<file path="src/logic/sspg_defs.svh">
`ifndef SSPG_DEFS_SVH
`define SSPG_DEFS_SVH

// Recovery figures, time in picoseconds as printed, and the clock period
`define SSPG_CLK_PERIOD_PS    20000
`define SSPG_RD_RECOVER_PS    200
`define SSPG_EXT_RECOVER_PS   25000
// Least time rounds up
`define SSPG_EXT_RECOVER_CYC  \
    ((`SSPG_EXT_RECOVER_PS + `SSPG_CLK_PERIOD_PS - 1) / `SSPG_CLK_PERIOD_PS)
`define SSPG_CNT_W            3
`define SSPG_RECOVER_LOAD     `SSPG_CNT_W'(`SSPG_EXT_RECOVER_CYC)
`define SSPG_ZERO_CNT         3'h0
`define SSPG_ONE_CNT          3'h1

`endif

</file>
<file path="src/logic/sspg_pkg.sv">
package sspg_pkg;

    typedef enum logic [1:0] {
        SSPG_CONFIG  = 2'b00,  // Configuration running, storage reset
        SSPG_ARMED   = 2'b01,  // Configuration done, latch set
        SSPG_PULSE   = 2'b10,  // Pulse over, net released; waits for Q to clear
        SSPG_RUNNING = 2'b11   // Pulse done, latch stays clear until configuration restarts
    } sspg_state_t;

    typedef struct packed {
        logic o;    // Level driven onto the pin
        logic oe;   // High while this block drives the pin
    } sspg_pin_t;

endpackage

</file>
<file path="src/logic/sspg_top.sv">
// What this block does
// - Until active, unused pins float pulled up; storage held reset.
// - Chained devices go active together on one config clock edge.
// - Logic runs during configuration; storage reset, outputs off.
// - Activate on rising config clock edge; outputs start together.
// - Activation is async to system clock, so make a synced pulse.
// - Flip-flop accepts a clock edge within 0.2 ns after reset ends.
// - Config pin low forces flip-flop input high; Q low, net high.
// - After configuration the function generator holds D as a latch.
// - First system clock after configuration sets Q, net driven low.
// - Chip-wide reset clears Q, releasing the net to its pull-up.
// - Only one pulse: high config pin stops the latch setting again.
// - Built from one logic block and one io block; pin not general I/O.
`timescale 1ns/1ps
`include "sspg_defs.svh"

module sspg_top
    import sspg_pkg::*;
(
    input  wire logic mclk,                  // System clock, 50 MHz
    input  wire logic rst,                   // Power-on reset, async high
    input  wire logic ce,                    // Clock enable, freezes state
    input  wire logic config_active,         // Device configuration running
    input  wire logic reset_net_in,          // Level seen on board reset net
    output sspg_pin_t low_during_config_pin, // Config pin drive
    output sspg_pin_t reset_net,             // Board reset net, open drain
    output logic      chip_reset_ff,         // Internal global reset to core
    output logic      core_ready_ff          // Core may be clocked
);

    sspg_state_t            state_ff;
    sspg_state_t            nxt_state;
    logic                   latch_ff;
    logic                   nxt_latch;
    logic                   q_ff;
    logic                   nxt_q;
    logic [`SSPG_CNT_W-1:0] recover_ff;
    logic [`SSPG_CNT_W-1:0] nxt_recover;
    logic                   chip_hold;
    logic                   cfg_pin_low;
    logic                   d_in;
    logic                   nxt_drive;
    logic                   nxt_ready;

    // Pin low exactly while configuration runs; it is spent on this job
    assign cfg_pin_low = config_active;

    // Storage is held while configuring or while the net is low
    assign chip_hold = config_active | ~reset_net_in;

    // Function generator: pin low forces D, otherwise an R-S latch
    // that only Q can clear
    assign d_in = cfg_pin_low | (latch_ff & ~q_ff);

    // Latch can only be set while the pin is low
    always_comb
    begin
        nxt_latch = d_in;
    end

    always_ff @(posedge mclk or posedge rst)
    begin
        if (rst)
            latch_ff <= 1'h0;
        else if (ce)
            latch_ff <= nxt_latch;
    end

    // Q follows the latch unless the chip-wide reset holds it
    always_comb
    begin
        if (chip_hold)
        begin
            nxt_q = 1'h0;
        end
        else
        begin
            nxt_q = latch_ff;
        end
    end

    // System clock only: a config clock here would lose the alignment
    always_ff @(posedge mclk or posedge rst)
    begin
        if (rst)
            q_ff <= 1'h0;
        else if (ce)
            q_ff <= nxt_q;
    end

    // Sequence tracker; RUNNING keeps a second pulse from starting
    always_comb
    begin
        nxt_state = state_ff;
        case (state_ff)
            SSPG_CONFIG:
            begin
                if (!config_active)
                    nxt_state = SSPG_ARMED;
            end
            SSPG_ARMED:
            begin
                if (latch_ff && !config_active)
                    nxt_state = SSPG_PULSE;
            end
            SSPG_PULSE:
            begin
                if (!q_ff)
                    nxt_state = SSPG_RUNNING;
            end
            SSPG_RUNNING:
            begin
                if (config_active)
                    nxt_state = SSPG_CONFIG;
            end
            default:
            begin
                nxt_state = SSPG_CONFIG;
            end
        endcase
    end

    always_ff @(posedge mclk or posedge rst)
    begin
        if (rst)
            state_ff <= SSPG_CONFIG;
        else if (ce)
            state_ff <= nxt_state;
    end

    // Recovery counter: an edge sooner after the net rises may be
    // missed by the core flip-flops
    always_comb
    begin
        nxt_recover = recover_ff;
        if (chip_hold)
            nxt_recover = `SSPG_RECOVER_LOAD;
        else if (recover_ff != `SSPG_ZERO_CNT)
            nxt_recover = recover_ff - `SSPG_ONE_CNT;
    end

    always_ff @(posedge mclk or posedge rst)
    begin
        if (rst)
            recover_ff <= `SSPG_RECOVER_LOAD;
        else if (ce)
            recover_ff <= nxt_recover;
    end

    // Internal reset: all storage held while configuring or net low
    always_ff @(posedge mclk or posedge rst)
    begin
        if (rst)
            chip_reset_ff <= 1'h1;
        else if (ce)
            chip_reset_ff <= chip_hold;
    end

    // Internal reset recovery is far below one clock, so the ready
    // flag register adds just one cycle beyond the external count
    always_comb
    begin
        nxt_ready = 1'h0;
        if (!chip_hold && recover_ff == `SSPG_ZERO_CNT)
            nxt_ready = 1'h1;
    end

    always_ff @(posedge mclk or posedge rst)
    begin
        if (rst)
            core_ready_ff <= 1'h0;
        else if (ce)
            core_ready_ff <= nxt_ready;
    end

    // Net driven low on the same edge that sets Q; dropped as soon as
    // the low net is seen, so the pulse is one clock long
    always_comb
    begin
        nxt_drive = 1'h0;
        if (!chip_hold && latch_ff && d_in && state_ff != SSPG_RUNNING)
            nxt_drive = 1'h1;
    end

    // Pins: config pin level and net enable change on the same edge at activation
    always_ff @(posedge mclk or posedge rst)
    begin
        if (rst)
        begin
            reset_net             <= '{o: 1'h0, oe: 1'h0};
            low_during_config_pin <= '{o: 1'h0, oe: 1'h1};
        end
        else if (ce)
        begin
            reset_net             <= '{o: 1'h0, oe: nxt_drive};
            low_during_config_pin <= '{o: ~config_active,
                                       oe: 1'h1};
        end
    end

endmodule

</file>
<file path="config.mk">
export PLATFORM = sky130hd
export DESIGN_NAME = sspg_top
export DESIGN_NICKNAME = d
export VERILOG_FILES = /design/src/logic/sspg_pkg.sv /design/src/logic/sspg_top.sv
export VERILOG_INCLUDE_DIRS = /design/src /design/src/logic
export SDC_FILE = /design/constraint.sdc
export NUM_CORES = 1
export LEC_CHECK = 0
export ABC_AREA = 0
export BUFFER_PORTS_ARGS = -buffer_cell sky130_fd_sc_hd__clkbuf_2
export CORE_MARGIN = 3
export CORE_UTILIZATION = 45
export CTS_CLUSTER_DIAMETER = 150
export DETAILED_ROUTE_END_ITERATION = 7
export PLACE_DENSITY = 0.73
export REMOVE_ABC_BUFFERS = 1
export SLEW_MARGIN = 20
export SYNTH_ARGS = -nofsm -noshare
export SYNTH_HDL_FRONTEND = slang
export SYNTH_SLANG_ARGS = --single-unit
export TNS_END_PERCENT = 5
</file>
<file path="constraint.sdc">
create_clock -name mclk -period 2.83 [get_ports mclk]
set_clock_uncertainty 0.05 [all_clocks]
set_input_delay 0.283 -clock mclk [delete_from_list [all_inputs] [get_ports mclk]]
set_output_delay 0.283 -clock mclk [all_outputs]
set_load 0.01 [all_outputs]
</file>
## After elaboration in Yosys (flattened, before gate mapping)

Index checks and enable logic that the tools add are counted.

- Input bits: 5
- Output and inout bits: 6
- Flip-flop bits (word level): 11
- Logic and storage cells: 46

- Add/subtract/negate cells: 1
- Muxes and demuxes: 10
- Bitwise operators: 6
- Reductions and logical operators: 13
- Eq/ne operators: 8

Operators with widths:

| operator | count |
|---|---|
| inequality test 2 bit, second input constant | 5 |
| 2-to-1 mux 2 bit | 4 |
| case mux 2 bit (4 select lines) | 1 |
| 2-to-1 mux 3 bit | 2 |
| logical AND 1 bit | 5 |
| AND reduction 5 bit | 1 |
| == test 2 bit, second input constant | 2 |
| logical NOT 3 bit | 1 |
| 2-to-1 mux 1 bit | 3 |
| NOT 1 bit | 3 |
| nonzero test 3 bit | 1 |
| subtractor 3 x 1 -> 3 bit, second input constant | 1 |
| == test 2 x 1 -> 1 bit, second input constant | 1 |
| logical NOT 1 bit | 2 |
| logical NOT 2 bit | 1 |
| OR 1 bit | 2 |
| AND reduction 2 bit | 1 |
| nonzero test 2 bit | 1 |
| bitwise AND 1 bit | 1 |

## Longest topological paths before layout

Gate-level depths: netlist of run 1.

- Depth after elaboration: 7
- Depth in mapped cells: 5
- Depth with buffers taken out: 5

## Worst setup path after synthesis of run 1

No wires, ideal clock.

- Kind: reg-to-reg
- Start point: reg state_ff[0]
- End point: reg state_ff[1]
- Stages on the path, launching flop included: 6
- Period minus slack after synthesis: 1.673 ns
- Slack: 1.157 ns
- Library setup time: 0.128 ns
- Arrival: 1.495 ns
- Required time: 2.652 ns
- Cell sequence: dfrtp_1 inv_1 ha_1 a21bo_2 a2111oi_4 mux2_1

- Cells in the longest elaborated chain, start to end: 3

RTL lines:

| element | line | text |
|---|---|---|
| start: declaration | sspg_top.sv:31 | `sspg_state_t state_ff;` |
| start signal: assignment | sspg_top.sv:128 | `state_ff <= nxt_state;` |
| == test 2 x 1 -> 1 bit (tied with other cells) | sspg_top.sv:95 | `case (state_ff)` |
| inequality test 2 bit (no line) | n/a |  |
| AND reduction 5 bit (no line) | n/a |  |

Parallel ways exist; a longest one is shown, timed or not.
A chain may end at the register's enable or synchronous reset.

## Worst setup path in the final report of run 1

Same ends and word-level chain as after synthesis.

==> results.toml, run 1 <==
[die]
num_rows = 13
io_pins = 11
start_util = 0.4910
fp.dieH_um = 43.92
fp.dieArea_um2 = 1929
fp.dieW_um = 43.92
core_um2 = 1318

[routing]
firstDrtPassIters = 2
vias = 443
drt_iter0_drc = 3
drc = 0
routedWlPerCell_um = 12.57
routed_via_density = 5.151
drt_wl_total_mm = 1.081
postRouteAntennaNets = 0

[pwr]
seq_power_share = 0.430
power_density_nw_per_um2 = 673.8
p_total_w = 0.0004873
p_int_w = 0.0003263
switching_share = 0.3303
p_switching_w = 0.0001609
ir_drop_v = 0.0003381
pwr-share-comb = 0.359
p_clk_frac = 0.211
total_leakage_power_nw = 0.3700

[global_routing]
grtUsageTotal = 0.1353
antenna_found_initial = 0
grt_start_max_net_pins = 16
grt_pass1_wl_mm = 1.828
overflow = 0
grt_pass1_vias = 440

[layout]
drive_gt1_frac = 0.2535
num_antenna_cells = 0
num-fill-cells = 128
area_growth_pct = 11.80
regArea_um2 = 277.8
final_cells = 86
nets = 83
multiInputGateArea_um2 = 312.8

[clock_network]
cts_root_buf = "clkbuf_4"
numCtsBuffers = 3
cts_setup_buffers = 0
clock_sinks = 11
cts_resized = 0
cts_tree = "yes"
clk_path_buf_depth = 2
htree_levels = 1
clkTransAtPathRegs_ns = 0.06
clk_latency_ns = 0.26
holdBufCountCts = 1

[sta]
post-route-period-util = 0.6211
hold_viol_final = 0
setup_viol = 0
finalWorstPathRequiredPeriod_ns = 1.758
final_max_slew_viol_count = 0
fin_tns_setup_ns = 0
fmax_mhz = 568.9
grt_setup_unrepaired = "no"

[placement]
post-place-cells = 81
place_congestion = 0.8159
io_buffers = 8
hpwl_um = 844.2

[setup_path]
end_kind = "flip-flop"
crit_path_start_kind = "flip-flop"
cp_max_fo = 4
cp.required_ns = 2.93
crit_type = "reg -> reg"
cp_slowest_cell = "dfrtp_1"
cp_cell_sequence = "inv_1, ha_1, a21bo_2, a2111oi_4, mux2_1"
critPathMaxStageDelay_ns = 0.38
worstPathArrival_ns = 1.85
critPathTopFamily = "compound AO/OA/AOI/OAI gates"
cp_num_buf_inv = 1

[synth]
synth_area_um2 = 646.9
synth-edff-count = 0
async_flop_share = 1.000
yosys_warnings = 0
synth_cells = 61
ys_types = 30
synth_ff_type = "dfrtp_1"
syn_avg_cell_area_um2 = 10.60
ys_seq_area_frac = 0.4294
ys_seq_elements = 11

[status]
status = "finished clean"

[flow_run]
maxCapViolations = 0

[min_path]
hp-class = "in -> reg"
## layout by cell type (no fill, tap or decap)
master / n
mux2i_1: 1
and3b_1: 1
a221oi_1: 1
o21ai_0: 1
or3_1: 1
nor2_1: 2
a31o_2: 1
nor2b_1: 3
a2111oi_4: 1
mux2_2: 1
clkbuf_4: 3
dlygate4sd3_1: 1
clkbuf_2: 8
conb_1: 2
dfrtp_1: 9
a21oi_1: 1
o22ai_1: 1
dfstp_2: 2
mux2_1: 1
o21a_1: 1
clkbuf_1: 1
or2b_1: 1
nand4_1: 1
nand2_1: 2
a21bo_2: 2
a22oi_1: 1
a22o_1: 2
nand2b_1: 1
ha_1: 6
and2_1: 1
inv_1: 10
a2111oi_0: 1
## worst reg2reg max path: stages, from the launching register on
cell	delay [ns]
dfrtp_1	0.38
inv_1	0.10
ha_1	0.22
a21bo_2	0.24
a2111oi_4	0.31
mux2_1	0.35
## path summary, 6_finish.rpt
path	slack [ns]	cells after the start	startpoint	end
setup / recovery	1.07	5	state_ff[0]	state_ff[1]
hold / removal	0.21	3	reset_net_in	q_ff
setup reg to reg	1.07	5	state_ff[0]	state_ff[1]
hold reg to reg	0.46	2	chip_reset_ff	chip_reset_ff
max in group asynchronous	1.93	3	rst	chip_reset_ff
min in group asynchronous	0.48	3	rst	state_ff[0]
## cell type report
type,instances,share of cell area
multi-input cells,37,0.4325
flip-flops and latches,11,0.3841
repair buffers,9,0.06920
inverters,10,0.05190
clock buffers,4,0.03633
well taps,15,0.02595
## registers in the layout (all words and copies together) (netlist names)
signal,flops
recover_ff,3
core_ready_ff,1
latch_ff,1
q_ff,1
state_ff,2
reset_net,1
chip_reset_ff,1
low_during_config_pin,1
## power groups by stage
stage          sequential (W)  clock (W)  combinational [W]
2_1_floorplan        0.000209          0           0.000137
3_3_place_gp         0.000209          0           0.000175
3_5_place_dp         0.000212          0           0.000176
4_1_cts              0.000210   0.000109           0.000179
5_1_grt              0.000213   0.000117           0.000198
6_report             0.000209   0.000103           0.000175
## per-stage QoR
stage	setup WS [ns]	util	cell area, um2	hold slack, ns
3_3_place_gp	1.125	0.5214	686.9	0.2264
2_1_floorplan	1.157	-	628.1	0.08401
5_1_grt	0.9880	0.5489	723.2	0.2174
4_1_cts	1.054	0.5489	723.2	0.2077
3_5_place_dp	1.074	0.5214	686.9	0.2302
6_report	1.072	0.5489	723.2	0.2128
## layer usage
metal | share of wire | wire (um) | vias up | global-route usage
met5 | 0 | 0 | - | 0
met4 | 0 | 0 | 0 | 0.03614
met3 | 0.059 | 64 | 0 | 0.06224
met2 | 0.53 | 575 | 12 | 0.2267
met1 | 0.41 | 441 | 207 | 0.1542
li1 | - | - | 224 | -
## cell families (layout without fill, tap and decap cells)
group / Yosys count / after routing / share of synthesized area
AND/OR/NAND/NOR: 13 / 13 / 0.1161
buffers and inverters: 13 / 23 / 0.08703
adder cells (fa/ha/maj): 6 / 6 / 0.1161
other: 2 / 2 / 0.01161
multiplexers: 3 / 3 / 0.05029
AO/OA/AOI/OAI: 13 / 13 / 0.1896
flip-flops: 11 / 11 / 0.4294
## Yosys cell counts (2+ instances only)
cell type / number / area share
conb_1: 2 / 0.012
ha_1: 6 / 0.12
dfstp_2: 2 / 0.081
inv_1: 10 / 0.058
dfrtp_1: 9 / 0.35
a22o_1: 2 / 0.027
nand2_1: 2 / 0.012
buf_4: 2 / 0.023
nor2_1: 2 / 0.012
nor2b_1: 3 / 0.029
a21bo_2: 2 / 0.031
No activity file was read; power rests on OpenSTA's default activity.
==> run 2, diff against run 1 <==
--- a/config.mk
+++ b/config.mk
@@ -12,7 +12,7 @@
 export CORE_UTILIZATION = 45
 export CTS_CLUSTER_DIAMETER = 150
 export DETAILED_ROUTE_END_ITERATION = 7
-export PLACE_DENSITY = 0.73
+export PLACE_DENSITY = 0.76
 export REMOVE_ABC_BUFFERS = 1
 export SLEW_MARGIN = 20
 export SYNTH_ARGS = -nofsm -noshare
==> constraint.sdc (replaced) <==
create_clock -name mclk -period 1.4 [get_ports mclk]
set_clock_uncertainty 0.05 [all_clocks]
set_input_delay 0.14 -clock mclk [delete_from_list [all_inputs] [get_ports mclk]]
set_output_delay 0.14 -clock mclk [all_outputs]
set_load 0.01 [all_outputs]
==> run 2 against run 1 <==
Against the previous run: the flow now finishes with violations (setup timing); die area stayed put; maximum frequency increased by 5.4%; flip-flop and latch count unchanged; largest power group is now combinational cells; highest routed layer is now met4.
==> results.toml, run 2 (synthesis gave the netlist of run 1 again) <==
[placement]
hpwl_um = 986.9
io_buffers = 8
place_area_um2 = 769.5
place_congestion = 0.8043

[sta]
finalWorstPathRequiredPeriod_ns = 1.668
fin_tns_setup_ns = -0.6524
whs_ns = 0.05987
fmax_mhz = 599.6
grt_setup_unrepaired = "yes"
setup_viol = 4
hold_viol_final = 0
final_max_slew_viol_count = 0
post-route-period-util = 1.191
fin_ws_ns = -0.2679

[global_routing]
grt_pass1_vias = 542
grtUsageTotal = 0.1762
antenna_found_initial = 0
grt_start_max_net_pins = 12
grt_pass1_wl_mm = 2.373
overflow = 0

[setup_path]
crit_path_start_kind = "flip-flop"
cp_max_fo = 2
crit_type = "reg -> reg"
end_kind = "flip-flop"
cp.required_ns = 1.50
worstPathArrival_ns = 1.77

[layout]
largest_register = "recover_ff"
final_common_cell = "buf_4"
largest_reg_flops = 3
fin_util = 0.6781
nets = 96
final_cell_mix = "buf_4, dfrtp_1, clkbuf_2, inv_1"
final_area_um2 = 893.4
drive_gt1_frac = 0.5238
area_growth_pct = 38.10
reg.largest.list = "recover_ff (3), state_ff (2)"
num_antenna_cells = 0

[clock_network]
htree_levels = 1
clk_path_buf_depth = 2
clkTransAtPathRegs_ns = 0.07
clock_sinks = 11
cts_root_buf = "clkbuf_4"
clk_latency_ns = 0.27
numCtsBuffers = 3
cts_tree = "yes"

[routing]
drt_wl_total_mm = 1.395
routedWlPerCell_um = 14.09
vias = 498
routed_via_density = 5.030
postRouteAntennaNets = 0
firstDrtPassIters = 4
drc = 0
drt_iter0_drc = 7

[die]
fp.dieW_um = 43.92
fp.dieArea_um2 = 1929
fp.dieH_um = 43.92
num_rows = 13
core_um2 = 1318
start_util = 0.4910
io_pins = 11

[min_path]
hp-class = "in -> reg"

[status]
status = "finished, violations left"
failed_checks = "setup timing"

[pwr]
total_leakage_power_nw = 0.4387
power_density_nw_per_um2 = 1473
ir_drop_v = 0.001061

[flow_run]
maxCapViolations = 0
run 2: cell types whose count changed in the layout (fill, tap and decap cells not counted), sizes merged:
cell / before / now
buf: 0 / 13
run 2: final cells by class:
type	count	area, um2
flip-flops and latches	11	277.8
well taps	15	18.77
multi-input cells	37	381.6
fillers	105	424.2
repair buffers	22	151.4
clock buffers	4	26.28
inverters	10	37.54
run 2: metal layers:
metal | up-vias | share of wire | track usage
met5 | - | 0 | 0
li1 | 248 | - | -
met1 | 229 | 0.38 | 0.1722
met4 | 0 | 0.037 | 0.09036
met2 | 15 | 0.53 | 0.3198
met3 | 6 | 0.049 | 0.06224
run 2: path summary, 6_finish.rpt:
| check | start | endpoint | slack, ns | cells past startpoint |
|---|---|---|---|---|
| setup / recovery | state_ff[0] | state_ff[1] | -0.27 | 6 |
| hold / removal | reset_net_in | q_ff | 0.06 | 3 |
| setup reg to reg | state_ff[0] | state_ff[1] | -0.27 | 6 |
| hold reg to reg | chip_reset_ff | chip_reset_ff | 0.44 | 2 |
| max in group asynchronous | rst | recover_ff[1] | 0.63 | 3 |
| min in group asynchronous | rst | q_ff | 0.34 | 3 |
run 2: report_power, final:
part	switching, W	internal (W)	leakage [nW]
sequential	0.0000451	0.000379	0.134
clock	0.000102	0.000110	0.0150
combinational	0.000295	0.000384	0.290
total	0.000442	0.000873	0.439
run 2: what timing repair did:
action                                  CTS  global route
setup buffers                             2             0
hold endpoints to repair                  9             0
hold buffers                              1             0
pin swaps                                 5             0
endpoints found under the setup margin    6             6
gates resized for setup                  15             4
run 2: stage by stage:
stage | total power (W) | instances | worst slack (ns)
after floorplan | 0.0006987 | 58 | -0.2729
after global placement | 0.0008563 | 92 | -0.2767
after detailed placement | 0.0008846 | 92 | -0.3532
after CTS | 0.001235 | 99 | -0.2618
after global routing | 0.001410 | 99 | -0.3097
final | 0.001316 | 99 | -0.2679
run 2: critical path, stage by stage (launching register included):
cell,delay [ns]
dfrtp_1,0.36
inv_2,0.05
buf_4,0.13
ha_2,0.19
a21bo_2,0.23
a2111oi_4,0.23
mux2_4,0.33
==> run 3, diff against run 2 <==
--- a/config.mk
+++ b/config.mk
@@ -10,6 +10,7 @@
 export BUFFER_PORTS_ARGS = -buffer_cell sky130_fd_sc_hd__clkbuf_2
 export CORE_MARGIN = 3
 export CORE_UTILIZATION = 45
+export CTS_BUF_LIST = sky130_fd_sc_hd__clkbuf_4 sky130_fd_sc_hd__clkbuf_8
 export CTS_CLUSTER_DIAMETER = 150
 export DETAILED_ROUTE_END_ITERATION = 7
 export PLACE_DENSITY = 0.76
==> run 3 against run 2 <==
Against the previous run: the run still ends with setup timing left; global-route usage unchanged; clock-buffer cell count unchanged; clock power grew 9.4%; maximum frequency is essentially flat; via count shrank 0.20%; critical path depth unchanged; core utilization increased by 0.28 points; final cell count is the same; combinational power is essentially flat; worst hold slack got worse by 0.0010 ns; register-to-register slack about the same; setup slack hardly changed; critical endpoint unchanged.
==> results.toml, run 3 (synthesis gave the netlist of run 1 again) <==
[status]
status = "finished, violations left"
failed_checks = "setup timing"

[global_routing]
grt_start_max_net_pins = 12
grt_pass1_wl_mm = 2.373
overflow = 0
antenna_found_initial = 0
grt_pass1_vias = 535
grtUsageTotal = 0.1762

[pwr]
p_switching_w = 0.0004430
total_leakage_power_nw = 0.4421
p_clk_frac = 0.174
seq_power_share = 0.317
p_int_w = 0.0008925
pwr-share-comb = 0.509
power_density_nw_per_um2 = 1489
ir_drop_v = 0.001030
switching_share = 0.3317

[placement]
place_area_um2 = 769.5
io_buffers = 8
hpwl_um = 986.9
place_congestion = 0.8043

[sta]
whs_ns = 0.05884
fin_ws_ns = -0.2681
final_max_slew_viol_count = 0
setup_viol = 4
post-route-period-util = 1.192
finalWorstPathRequiredPeriod_ns = 1.668
fmax_mhz = 599.5
hold_viol_final = 0
grt_setup_unrepaired = "yes"

[layout]
drive_gt1_frac = 0.5357
reg.largest.list = "recover_ff (3), state_ff (2)"
area_growth_pct = 38.68
final_area_um2 = 897.1
final_common_cell = "buf_4"
num_antenna_cells = 0
largest_register = "recover_ff"
final_cell_mix = "buf_4, dfrtp_1, clkbuf_2, inv_1, clkbuf_4"
largest_reg_flops = 3
nets = 96

[setup_path]
cp.required_ns = 1.50
cp_max_fo = 2
crit_path_start_kind = "flip-flop"
crit_type = "reg -> reg"
end_kind = "flip-flop"
worstPathArrival_ns = 1.77

[die]
start_util = 0.4910
num_rows = 13
fp.dieH_um = 43.92
fp.dieW_um = 43.92
io_pins = 11
fp.dieArea_um2 = 1929
core_um2 = 1318

[clock_network]
cts_root_buf = "clkbuf_4"
clock_sinks = 11
htree_levels = 1
numCtsBuffers = 3
cts_tree = "yes"
clkTransAtPathRegs_ns = 0.07
clk_latency_ns = 0.27
clk_path_buf_depth = 2

[routing]
postRouteAntennaNets = 0
routedWlPerCell_um = 14.13
drc = 0
drt_iter0_drc = 7
vias = 497
drt_wl_total_mm = 1.399
routed_via_density = 5.020
firstDrtPassIters = 4

[min_path]
hp-class = "in -> reg"

[flow_run]
maxCapViolations = 0
==> run 3: path summary, 6_finish.rpt <==
path	startpoint	to	slack (ns)	depth (start not counted)
min	reset_net_in	q_ff	0.06	3
max	state_ff[0]	state_ff[1]	-0.27	6
min in group asynchronous	rst	q_ff	0.33	3
max in group asynchronous	rst	recover_ff[1]	0.63	3
max reg2reg	state_ff[0]	state_ff[1]	-0.27	6
min reg2reg	chip_reset_ff	chip_reset_ff	0.44	2
==> run 3: worst max-delay path, stage by stage (launching register included) <==
cell and delay (ns):
dfrtp_1 0.36, inv_2 0.05, buf_4 0.13, ha_2 0.19, a21bo_2 0.23, a2111oi_4 0.23
mux2_4 0.33
==> run 3: layout make-up <==
| class | count | area (um2) |
|---|---|---|
| fill | 105 | 420.4 |
| sequential | 11 | 277.8 |
| tap | 15 | 18.77 |
| multi-input combinational | 37 | 381.6 |
| clock buffer | 4 | 30.03 |
| inverter | 10 | 37.54 |
| timing repair buffer | 22 | 151.4 |
==> run 3: routing by layer <==
metal / track usage / routed length (um) / vias to the layer above
met5: 0 / 0 / -
met4: 0.09036 / 53 / 0
met3: 0.06639 / 80 / 6
met2: 0.3198 / 743 / 15
met1: 0.1697 / 522 / 228
li1: - / - / 248
==> run 3: metrics by stage <==
stage / util / worst slack, ns / total power, W / std cells / TNS (ns)
floorplan: - / -0.2729 / 0.0006987 / 58 / -0.5230
global placement: 0.5840 / -0.2767 / 0.0008563 / 92 / -0.8568
detailed placement: 0.5840 / -0.3532 / 0.0008846 / 92 / -1.146
CTS: 0.6648 / -0.2617 / 0.001254 / 99 / -0.7137
global route: 0.6809 / -0.3097 / 0.001429 / 99 / -0.8019
finish: 0.6809 / -0.2681 / 0.001336 / 99 / -0.6521
==> run 3: power by group through the flow <==
stage	logic (W)	registers, W	clock network (W)
2_1_floorplan	0.000276	0.000423	0
3_3_place_gp	0.000435	0.000422	0
3_5_place_dp	0.000456	0.000428	0
4_1_cts	0.000588	0.000424	0.000242
5_1_grt	0.000741	0.000433	0.000255
6_report	0.000679	0.000424	0.000232
==> run 3: timing repair <==
| item | CTS | global route |
|---|---|---|
| pin swaps | 5 | 0 |
| setup endpoints to repair | 6 | 6 |
| hold buffers | 1 | 0 |
| endpoints found under the hold margin | 9 | 0 |
| resized for setup | 15 | 4 |
| setup buffers | 2 | 0 |
